[src/design/t16cs_params.svh]
// Constants of the 16-bit timer control and status block.
// Assumes inclusion by bare name from design and bench files.
`ifndef T16CS_PARAMS_SVH
`define T16CS_PARAMS_SVH

// Register indices; byte address is four times the index
`define T16CS_IDX_CR1     6'h32
`define T16CS_IDX_CR2     6'h31
`define T16CS_IDX_CSR     6'h33
`define T16CS_IDX_IC1H    6'h34
`define T16CS_IDX_IC1L    6'h35
`define T16CS_IDX_OC1H    6'h36
`define T16CS_IDX_OC1L    6'h37
`define T16CS_IDX_CNTH    6'h38
`define T16CS_IDX_CNTL    6'h39
`define T16CS_IDX_ACNTH   6'h3a
`define T16CS_IDX_ACNTL   6'h3b
`define T16CS_IDX_IC2H    6'h3c
`define T16CS_IDX_IC2L    6'h3d
`define T16CS_IDX_OC2H    6'h3e
`define T16CS_IDX_OC2L    6'h3f

// First control register fields
`define T16CS_CR1_CAPIE   7
`define T16CS_CR1_CMPIE   6
`define T16CS_CR1_OVFIE   5
`define T16CS_CR1_FORCE2  4
`define T16CS_CR1_FORCE1  3
`define T16CS_CR1_LEVEL2  2
`define T16CS_CR1_EDGE1   1
`define T16CS_CR1_LEVEL1  0

// Second control register fields
`define T16CS_CR2_PIN1EN  7
`define T16CS_CR2_PIN2EN  6
`define T16CS_CR2_ONEP    5
`define T16CS_CR2_PWM     4
`define T16CS_CR2_CLKHI   3
`define T16CS_CR2_CLKLO   2
`define T16CS_CR2_EDGE2   1
`define T16CS_CR2_EXTEDG  0

// Status register fields
`define T16CS_SR_CAP1     7
`define T16CS_SR_CMP1     6
`define T16CS_SR_OVF      5
`define T16CS_SR_CAP2     4
`define T16CS_SR_CMP2     3
`define T16CS_SR_DIS      2
`define T16CS_SR_FLAGS    8'hf8

// Reset values
`define T16CS_CR1_RST     8'h00
`define T16CS_CR2_RST     8'h00
`define T16CS_SR_RST      8'h00
`define T16CS_OC_RST      16'h8000
`define T16CS_CNT_RST     16'hfffc
`define T16CS_CNT_MAX     16'hffff

// Prescaler terminal masks per clock selection
`define T16CS_CLK_DIV4    2'b00
`define T16CS_CLK_DIV2    2'b01
`define T16CS_CLK_DIV8    2'b10
`define T16CS_CLK_EXT     2'b11
`define T16CS_MASK_DIV4   3'h3
`define T16CS_MASK_DIV2   3'h1
`define T16CS_MASK_DIV8   3'h7

`endif

[src/design/t16cs_pkg.sv]
// Types of the 16-bit timer control and status block.
// Assumes t16cs_params.svh is compiled alongside.
package t16cs_pkg;

  // State of the timer top, apart from its three edge detectors
  typedef struct packed {
    logic [7:0]  cr1;
    logic [7:0]  cr2;
    logic [7:0]  sr;
    logic [7:0]  armed;
    logic [15:0] cnt;
    logic [2:0]  pre;
    logic [15:0] cap1;
    logic [15:0] cap2;
    logic [15:0] cmp1;
    logic [15:0] cmp2;
    logic        level1;
    logic        level2;
    logic        pulse_run;
    logic        pin1;
    logic        pin1_en;
    logic        pin2;
    logic        pin2_en;
    logic        irq;
    logic        pready;
    logic        pslverr;
    logic [7:0]  prdata;
  } t16cs_state_s;

  // State of one edge detector
  typedef struct packed {
    logic prev;
    logic pulse;
  } t16cs_edge_s;

endpackage

[src/design/t16cs_edge.sv]
// Edge detector with selectable polarity, one-cycle registered pulse.
// Assumes its input is synchronous to pclk.
`timescale 1ns/100ps
`default_nettype none

module t16cs_edge (
  // Clock and reset
  input  wire logic pclk,
  input  wire logic presetn,
  // Signal and polarity
  input  wire logic sig_in,
  input  wire logic rise_sel,
  // Detected edge
  output var  logic edge_pulse
);

  t16cs_pkg::t16cs_edge_s st_reg;
  t16cs_pkg::t16cs_edge_s st_next;

  // Compare with previous sample
  always_comb begin
    st_next = st_reg;
    st_next.prev = sig_in;
    if (rise_sel) begin
      st_next.pulse = sig_in & ~st_reg.prev;
    end else begin
      st_next.pulse = ~sig_in & st_reg.prev;
    end
  end

  // State register
  always_ff @(posedge pclk or negedge presetn) begin
    if (!presetn) begin
      st_reg <= '0;
    end else begin
      st_reg <= st_next;
    end
  end

  assign edge_pulse = st_reg.pulse;

endmodule

`default_nettype wire

[src/design/t16cs_top.sv]
// 16-bit timer control, status, counter and compare/capture logic.
// Assumes an APB master on pclk and pin inputs synchronous to pclk.
`timescale 1ns/100ps
`default_nettype none
`include "t16cs_params.svh"

module t16cs_top #(
  parameter bit HAS_EXT_CLK = 1'b1
) (
  // Clock and reset
  input  wire logic        pclk,
  input  wire logic        presetn,
  // APB slave
  input  wire logic        psel,
  input  wire logic        penable,
  input  wire logic        pwrite,
  input  wire logic [7:0]  paddr,
  input  wire logic [31:0] pwdata,
  output var  logic [31:0] prdata,
  output var  logic        pready,
  output var  logic        pslverr,
  // Timer pins
  input  wire logic        capture1_input_pin,
  input  wire logic        capture2_input_pin,
  input  wire logic        external_count_input,
  output var  logic        compare1_output_pin,
  output var  logic        compare1_output_en,
  output var  logic        compare2_output_pin,
  output var  logic        compare2_output_en,
  // Interrupt
  output var  logic        timer_irq
);

  t16cs_pkg::t16cs_state_s st_reg;
  t16cs_pkg::t16cs_state_s st_next;

  logic [2:0] edge_in;
  logic [2:0] edge_pol;
  logic [2:0] edge_hit;

  // Edge polarity per input: capture1, capture2, external clock
  assign edge_in  = {external_count_input, capture2_input_pin,
                     capture1_input_pin};
  assign edge_pol = {st_reg.cr2[`T16CS_CR2_EXTEDG],
                     st_reg.cr2[`T16CS_CR2_EDGE2],
                     st_reg.cr1[`T16CS_CR1_EDGE1]};

  // One detector per edge input
  genvar gi;
  generate
    for (gi = 0; gi < 3; gi++) begin : g_edge
      t16cs_edge u_edge (
        .pclk       (pclk),
        .presetn    (presetn),
        .sig_in     (edge_in[gi]),
        .rise_sel   (edge_pol[gi]),
        .edge_pulse (edge_hit[gi])
      );
    end
  endgenerate

  // Address map check
  function automatic logic idx_mapped(input logic [5:0] idx);
    idx_mapped = (idx >= `T16CS_IDX_CR2) && (idx <= `T16CS_IDX_OC2L);
  endfunction

  // Read multiplexer
  function automatic logic [7:0] read_mux(
    input t16cs_pkg::t16cs_state_s s,
    input logic [5:0]              idx
  );
    read_mux = 8'h00;
    unique case (idx)
      `T16CS_IDX_CR1:   read_mux = s.cr1;
      `T16CS_IDX_CR2:   read_mux = s.cr2;
      `T16CS_IDX_CSR:   read_mux = s.sr;
      `T16CS_IDX_IC1H:  read_mux = s.cap1[15:8];
      `T16CS_IDX_IC1L:  read_mux = s.cap1[7:0];
      `T16CS_IDX_OC1H:  read_mux = s.cmp1[15:8];
      `T16CS_IDX_OC1L:  read_mux = s.cmp1[7:0];
      `T16CS_IDX_CNTH:  read_mux = s.cnt[15:8];
      `T16CS_IDX_CNTL:  read_mux = s.cnt[7:0];
      `T16CS_IDX_ACNTH: read_mux = s.cnt[15:8];
      `T16CS_IDX_ACNTL: read_mux = s.cnt[7:0];
      `T16CS_IDX_IC2H:  read_mux = s.cap2[15:8];
      `T16CS_IDX_IC2L:  read_mux = s.cap2[7:0];
      `T16CS_IDX_OC2H:  read_mux = s.cmp2[15:8];
      `T16CS_IDX_OC2L:  read_mux = s.cmp2[7:0];
      default:          read_mux = 8'h00;
    endcase
  endfunction

  // Next-state logic
  always_comb begin
    logic [5:0] idx;
    logic       done;
    logic       wr;
    logic       rd;
    logic       hit;
    logic       tick;
    logic       pwm_on;
    logic       onep_on;
    logic       enabled;
    logic       m1;
    logic       m2;
    logic       cap1_ev;
    logic [2:0] mask;
    logic [7:0] set_f;
    logic [7:0] clr_f;
    logic [7:0] wb;

    st_next = st_reg;
    idx     = paddr[7:2];
    done    = psel & penable & st_reg.pready;
    wr      = done & pwrite;
    rd      = done & ~pwrite;
    hit     = idx_mapped(idx);
    wb      = pwdata[7:0];
    pwm_on  = st_reg.cr2[`T16CS_CR2_PWM];
    onep_on = st_reg.cr2[`T16CS_CR2_ONEP] & ~pwm_on;
    enabled = ~st_reg.sr[`T16CS_SR_DIS];
    set_f   = 8'h00;
    clr_f   = 8'h00;
    mask    = `T16CS_MASK_DIV4;
    tick    = 1'b0;

    // Prescaler and count tick selection
    unique case (st_reg.cr2[`T16CS_CR2_CLKHI:`T16CS_CR2_CLKLO])
      `T16CS_CLK_DIV4: mask = `T16CS_MASK_DIV4;
      `T16CS_CLK_DIV2: mask = `T16CS_MASK_DIV2;
      `T16CS_CLK_DIV8: mask = `T16CS_MASK_DIV8;
      `T16CS_CLK_EXT:  mask = `T16CS_MASK_DIV4;
    endcase
    if (st_reg.cr2[`T16CS_CR2_CLKHI:`T16CS_CR2_CLKLO] == `T16CS_CLK_EXT) begin
      tick = enabled & HAS_EXT_CLK & edge_hit[2];
    end else begin
      tick = enabled & ((st_reg.pre & mask) == mask);
    end
    if (enabled) begin
      st_next.pre = st_reg.pre + 3'h1;
    end

    // Compare matches on each counted step
    m1      = tick && (st_reg.cnt == st_reg.cmp1);
    m2      = tick && (st_reg.cnt == st_reg.cmp2);
    cap1_ev = edge_hit[0];

    // Free-running counter with wrap detection
    if (tick) begin
      st_next.cnt = st_reg.cnt + 16'h0001;
      if (st_reg.cnt == `T16CS_CNT_MAX) begin
        set_f[`T16CS_SR_OVF] = 1'b1;
      end
    end

    // Mode dependent compare and capture behaviour
    if (pwm_on) begin
      if (m1) begin
        st_next.level1 = st_reg.cr1[`T16CS_CR1_LEVEL1];
      end
      if (m2) begin
        st_next.cnt    = `T16CS_CNT_RST;
        st_next.level1 = st_reg.cr1[`T16CS_CR1_LEVEL2];
        set_f[`T16CS_SR_CAP1] = 1'b1;
      end
    end else begin
      if (m1 && !onep_on) begin
        set_f[`T16CS_SR_CMP1] = 1'b1;
        st_next.level1 = st_reg.cr1[`T16CS_CR1_LEVEL1];
      end
      if (m2) begin
        set_f[`T16CS_SR_CMP2] = 1'b1;
        st_next.level2 = st_reg.cr1[`T16CS_CR1_LEVEL2];
      end
      if (cap1_ev) begin
        st_next.cap1 = st_reg.cnt;
        set_f[`T16CS_SR_CAP1] = 1'b1;
      end
    end

    // One-pulse sequence: start on capture1 edge, end on compare 1
    if (onep_on) begin
      if (m1 && st_reg.pulse_run) begin
        st_next.level1    = st_reg.cr1[`T16CS_CR1_LEVEL1];
        st_next.pulse_run = 1'b0;
      end
      if (cap1_ev) begin
        st_next.cnt       = `T16CS_CNT_RST;
        st_next.pre       = 3'h0;
        st_next.level1    = st_reg.cr1[`T16CS_CR1_LEVEL2];
        st_next.pulse_run = 1'b1;
      end
    end else begin
      st_next.pulse_run = 1'b0;
    end

    // Forced output levels
    if (st_reg.cr1[`T16CS_CR1_FORCE1]) begin
      st_next.level1 = st_reg.cr1[`T16CS_CR1_LEVEL1];
    end
    if (st_reg.cr1[`T16CS_CR1_FORCE2]) begin
      st_next.level2 = st_reg.cr1[`T16CS_CR1_LEVEL2];
    end

    // Capture 2 event
    if (edge_hit[1]) begin
      st_next.cap2 = st_reg.cnt;
      set_f[`T16CS_SR_CAP2] = 1'b1;
    end

    // Register writes, accepted even while disabled
    if (wr) begin
      unique case (idx)
        `T16CS_IDX_CR1:  st_next.cr1 = wb;
        `T16CS_IDX_CR2:  st_next.cr2 = wb;
        `T16CS_IDX_CSR:  st_next.sr[`T16CS_SR_DIS] = wb[`T16CS_SR_DIS];
        `T16CS_IDX_OC1H: st_next.cmp1[15:8] = wb;
        `T16CS_IDX_OC1L: st_next.cmp1[7:0]  = wb;
        `T16CS_IDX_OC2H: st_next.cmp2[15:8] = wb;
        `T16CS_IDX_OC2L: st_next.cmp2[7:0]  = wb;
        `T16CS_IDX_CNTL, `T16CS_IDX_ACNTL: begin
          st_next.cnt = `T16CS_CNT_RST;
          st_next.pre = 3'h0;
        end
        default: ;
      endcase
    end

    // Clear sequence: status read arms, low byte access other than ACNTL clears
    if (done) begin
      unique case (idx)
        `T16CS_IDX_IC1L: clr_f[`T16CS_SR_CAP1] = st_reg.armed[`T16CS_SR_CAP1];
        `T16CS_IDX_OC1L: clr_f[`T16CS_SR_CMP1] = st_reg.armed[`T16CS_SR_CMP1];
        `T16CS_IDX_CNTL: clr_f[`T16CS_SR_OVF]  = st_reg.armed[`T16CS_SR_OVF];
        `T16CS_IDX_IC2L: clr_f[`T16CS_SR_CAP2] = st_reg.armed[`T16CS_SR_CAP2];
        `T16CS_IDX_OC2L: clr_f[`T16CS_SR_CMP2] = st_reg.armed[`T16CS_SR_CMP2];
        default:         clr_f = 8'h00;
      endcase
    end
    st_next.armed = st_reg.armed & ~clr_f;
    if (rd && idx == `T16CS_IDX_CSR) begin
      st_next.armed = st_reg.sr & `T16CS_SR_FLAGS;
    end
    st_next.sr = (st_next.sr & ~clr_f) | set_f;
    st_next.sr[1:0] = 2'b00;

    // Pin outputs, gated by enables and disable bit
    st_next.pin1_en = st_next.cr2[`T16CS_CR2_PIN1EN] &
                      ~st_next.sr[`T16CS_SR_DIS];
    st_next.pin2_en = st_next.cr2[`T16CS_CR2_PIN2EN] &
                      ~st_next.sr[`T16CS_SR_DIS];
    st_next.pin1    = st_next.pin1_en & st_next.level1;
    st_next.pin2    = st_next.pin2_en & st_next.level2;

    // Shared interrupt line
    st_next.irq = (st_next.cr1[`T16CS_CR1_CAPIE] &
                   (st_next.sr[`T16CS_SR_CAP1] | st_next.sr[`T16CS_SR_CAP2]))
                | (st_next.cr1[`T16CS_CR1_CMPIE] &
                   (st_next.sr[`T16CS_SR_CMP1] | st_next.sr[`T16CS_SR_CMP2]))
                | (st_next.cr1[`T16CS_CR1_OVFIE] &
                   st_next.sr[`T16CS_SR_OVF]);

    // APB answer one cycle into the access phase
    if (psel && penable && !st_reg.pready) begin
      st_next.pready  = 1'b1;
      st_next.pslverr = ~hit;
      st_next.prdata  = (hit && !pwrite) ? read_mux(st_reg, idx) : 8'h00;
    end else begin
      st_next.pready  = 1'b0;
      st_next.pslverr = 1'b0;
    end
  end

  // State register
  always_ff @(posedge pclk or negedge presetn) begin
    if (!presetn) begin
      st_reg           <= '0;
      st_reg.cr1       <= `T16CS_CR1_RST;
      st_reg.cr2       <= `T16CS_CR2_RST;
      st_reg.sr        <= `T16CS_SR_RST;
      st_reg.cnt       <= `T16CS_CNT_RST;
      st_reg.cmp1      <= `T16CS_OC_RST;
      st_reg.cmp2      <= `T16CS_OC_RST;
    end else begin
      st_reg <= st_next;
    end
  end

  // Outputs straight from the state register
  assign prdata              = {24'h000000, st_reg.prdata};
  assign pready              = st_reg.pready;
  assign pslverr             = st_reg.pslverr;
  assign compare1_output_pin = st_reg.pin1;
  assign compare1_output_en  = st_reg.pin1_en;
  assign compare2_output_pin = st_reg.pin2;
  assign compare2_output_en  = st_reg.pin2_en;
  assign timer_irq           = st_reg.irq;

endmodule

`default_nettype wire

[config.mk]
export PLATFORM = sky130hd
export DESIGN_NAME = t16cs_top
export DESIGN_NICKNAME = d
export VERILOG_FILES = /design/src/design/t16cs_pkg.sv /design/src/design/t16cs_edge.sv /design/src/design/t16cs_top.sv
export VERILOG_INCLUDE_DIRS = /design/src /design/src/design
export SDC_FILE = /design/constraint.sdc
export NUM_CORES = 1
export LEC_CHECK = 0
export ABC_AREA = 1
export BUFFER_PORTS_ARGS = -buffer_cell sky130_fd_sc_hd__buf_2
export CAP_MARGIN = 10
export CORE_ASPECT_RATIO = 1.75
export CORE_UTILIZATION = 58
export CTS_CLUSTER_DIAMETER = 100
export CTS_CLUSTER_SIZE = 40
export DETAILED_ROUTE_END_ITERATION = 10
export GPL_ROUTABILITY_DRIVEN = 1
export PLACE_DENSITY = 0.84
export SLEW_MARGIN = 40
export SYNTH_ARGS = -nofsm -noshare
export SYNTH_HDL_FRONTEND = slang
export SYNTH_SLANG_ARGS = --single-unit
[constraint.sdc]
create_clock -name pclk -period 2.4 [get_ports pclk]
set_clock_uncertainty 0.05 [all_clocks]
set_input_delay 0.24 -clock pclk [delete_from_list [all_inputs] [get_ports pclk]]
set_output_delay 0.24 -clock pclk [all_outputs]
set_load 0.02 [all_outputs]
==> metrics.yaml <==
final_layout_size_suffix_gt1_share_pct: 17.0
ant_nets: 0
min_period_ps: 2260
met2_length_mm: 10.2
path_class: "flop to flop"
dieWidth_um: 85.0
static-leakage-power_uw: 0.00408
worstSetupStartpointType: "flop"
cp.arrival_ps: 2560
hold_viol: 0
seq_area_frac_synth_pct: 48.3
clk_latency_ps: 430
critical-path-slowest-cell: "dfstp_2"
dp_cells: 1053
io_pins: 87
initial_core_util_pct: 60.0
dr.first_iter.drc_count: 760
r2r_cells: 9
max_clock_freq_mhz: 442
yosys_warnings: 0
portBuffers: 36
rows: 52
worstHoldPathCells: 3
fin_crit_sh_pct: 94.2
syn_inst: 872
grt-ovfl-total: 0
hp-class: "input port to flop"
power_density_mw_per_mm2: 694
synth_cell_types: 47
setup_viol: 0
drc_errors: 4
routed-via-count: 6532
drv_cap: 0
critPathTopFamily: "simple AND/OR/NAND/NOR gates"
ys_ff_latch: 134
cp_max_fo: 6
drt_first_pass_iters: 11
cp.depth: 9
yosysTopAreaCell: "dfrtp_1"
rsz0062_at_grt: "no"
track_usage_pct: 36.6
top_layer: "met4"
worst_pin_slew_ps: 707
htreeDepth: 4
fillers: 933
clk_pin_slew_ps: 60
nets: 997
grt_pass1_vias: 6393
antenna_found_initial: 0
insertedDiodeCount: 0
layout_commonest_cell: "nand2_1"
holdWs_ps: 74.2
ys.flop_type: "dfrtp_1"
syn-cell-area_mm2: 0.00699
max_stage_delay_ps: 620
peakVddDrop_mv: 0.539
final_cell_mix: "242 x nand2_1, 118 x dfrtp_1, 108 x inv_1"
synth.area.top_cells: "dfrtp_1 42%, nand2_1 13%, o21ai_0 7.4%, dfstp_2 6.0%, inv_1 5.9%"
async_flop_share_pct: 100
status: "finished with violations"
largest_register_ffs: 110
crit_chain: "inv_1 > buf_4 > nor3_1 > nand2_1 > inv_1 > nand2_1 > nor4_1 > a31oi_1 > o21ai_1"
cp.required_ps: 2700
wl_met3_mm: 1.96
gp_congestion: 1.02
detail_route.wl_per_cell_um: 19.7
end_kind: "flop"
syn_avg_cell_area_um2: 8.01
synth_top_area_share_pct: 42.3
maxSlewViolCount: 0
wl_mm: 21.5
tritoncts: "yes"
grt_max_degree: 58
grt_pass1_wl_mm: 33.7
worstPathBufferInverterCount: 3
synth-edff-count: 0
cts_buffers: 17
dieArea_mm2: 0.0125
vias_per_cell: 5.97
final_cells: 1095
dpl.hpwl_mm: 15.6
syn_to_final_growth_pct: 16.6
relSlewSlack_pct: 52.4
dieHeight_um: 147
cts_sinks: 134
drt-met1-wl_mm: 7.42
tns_ps: 0
violations: "DRC"
cts_max_path_buffers: 2
cts_root_buf: "clkbuf_16"
core_region_area_mm2: 0.0116
-- timing repair --
item,in CTS,in global routing
setup endpoints to repair,0,15
endpoints found under the hold margin,55,0
hold buffers,4,0
resized for setup,0,5
buffers inserted,0,6
-- worst register-to-register path, cell delays in order (launching register included) --
cell and delay [ps]:
dfstp_2 620, inv_1 80, buf_4 170, nor3_1 180
nand2_1 80, inv_1 80, nand2_1 70, nor4_1 480
a31oi_1 180, o21ai_1 190
-- cell type report --
cell class                      instances  area (µm²)  area share, %
Multi-Input combinational cell        590        2930           36.0
Inverter                              118         450           5.53
Timing Repair Buffer                   86         584           7.17
Clock buffer                           18         439           5.39
Clock inverter                         14         199           2.44
Tap cell                              135         169           2.07
Sequential cell                       134        3370           41.4
-- cells by family after synthesis --
| logic type | share of synthesized area (%) |
|---|---|
| AO/OA/AOI/OAI | 14.3 |
| XOR/XNOR | 3.26 |
| adder cells (fa/ha/maj) | 0.358 |
| buffers and inverters | 11.1 |
| flip-flops | 48.3 |
| other | 0.0537 |
| AND/OR/NAND/NOR | 22.6 |
-- routing by layer --
layer  global-route usage (%)  vias up
met1                     40.9     2964
met4                     29.9        0
met2                     59.2      477
met5                        0        -
li1                         -     2920
met3                     8.20      171
-- metrics by stage --
stage	cell area (µm²)	utilization, %	setup slack [ps]	total power, µW
after floorplan	7070	-	561	2720
after global placement	7410	63.6	147	2830
after detailed placement	7410	63.6	86.8	2850
after CTS	8090	69.4	89.5	5650
after global routing	8150	70.0	10.4	5820
final	8150	70.0	139	5650
-- power breakdown --
group / leakage, µW / switching [µW] / internal, µW
Combinational: 0.00209 / 280 / 123
Sequential: 0.00168 / 61.2 / 2360
Clock: 0.000311 / 1050 / 1780
-- worst paths after layout --
path / from / end / slack, ps
max in group asynchronous: presetn / st_reg[33] / 1240
hold / removal: psel / pready / 70
setup reg to reg: st_reg[89] / st_reg[97] / 140
hold reg to reg: prdata[4] / prdata[4] / 420
setup / recovery: st_reg[89] / st_reg[97] / 140
min in group asynchronous: presetn / st_reg[18] / 280
-- synth_stat cells, drive strengths merged (2+ instances only) --
library cell	count
a21oi	17
a221oi	22
a22o	2
buf	36
clkbuf	17
clkinv	2
dfrtp	118
dfstp	16
ha	2
inv	116
nand2	245
nand3	25
nand4	9
nor2	67
nor3	15
nor4	4
o2111ai	4
o211ai	2
o21ai	106
o22ai	12
or2	3
xnor2	3
xor2	23
Power figures use the tool's default switching activity.
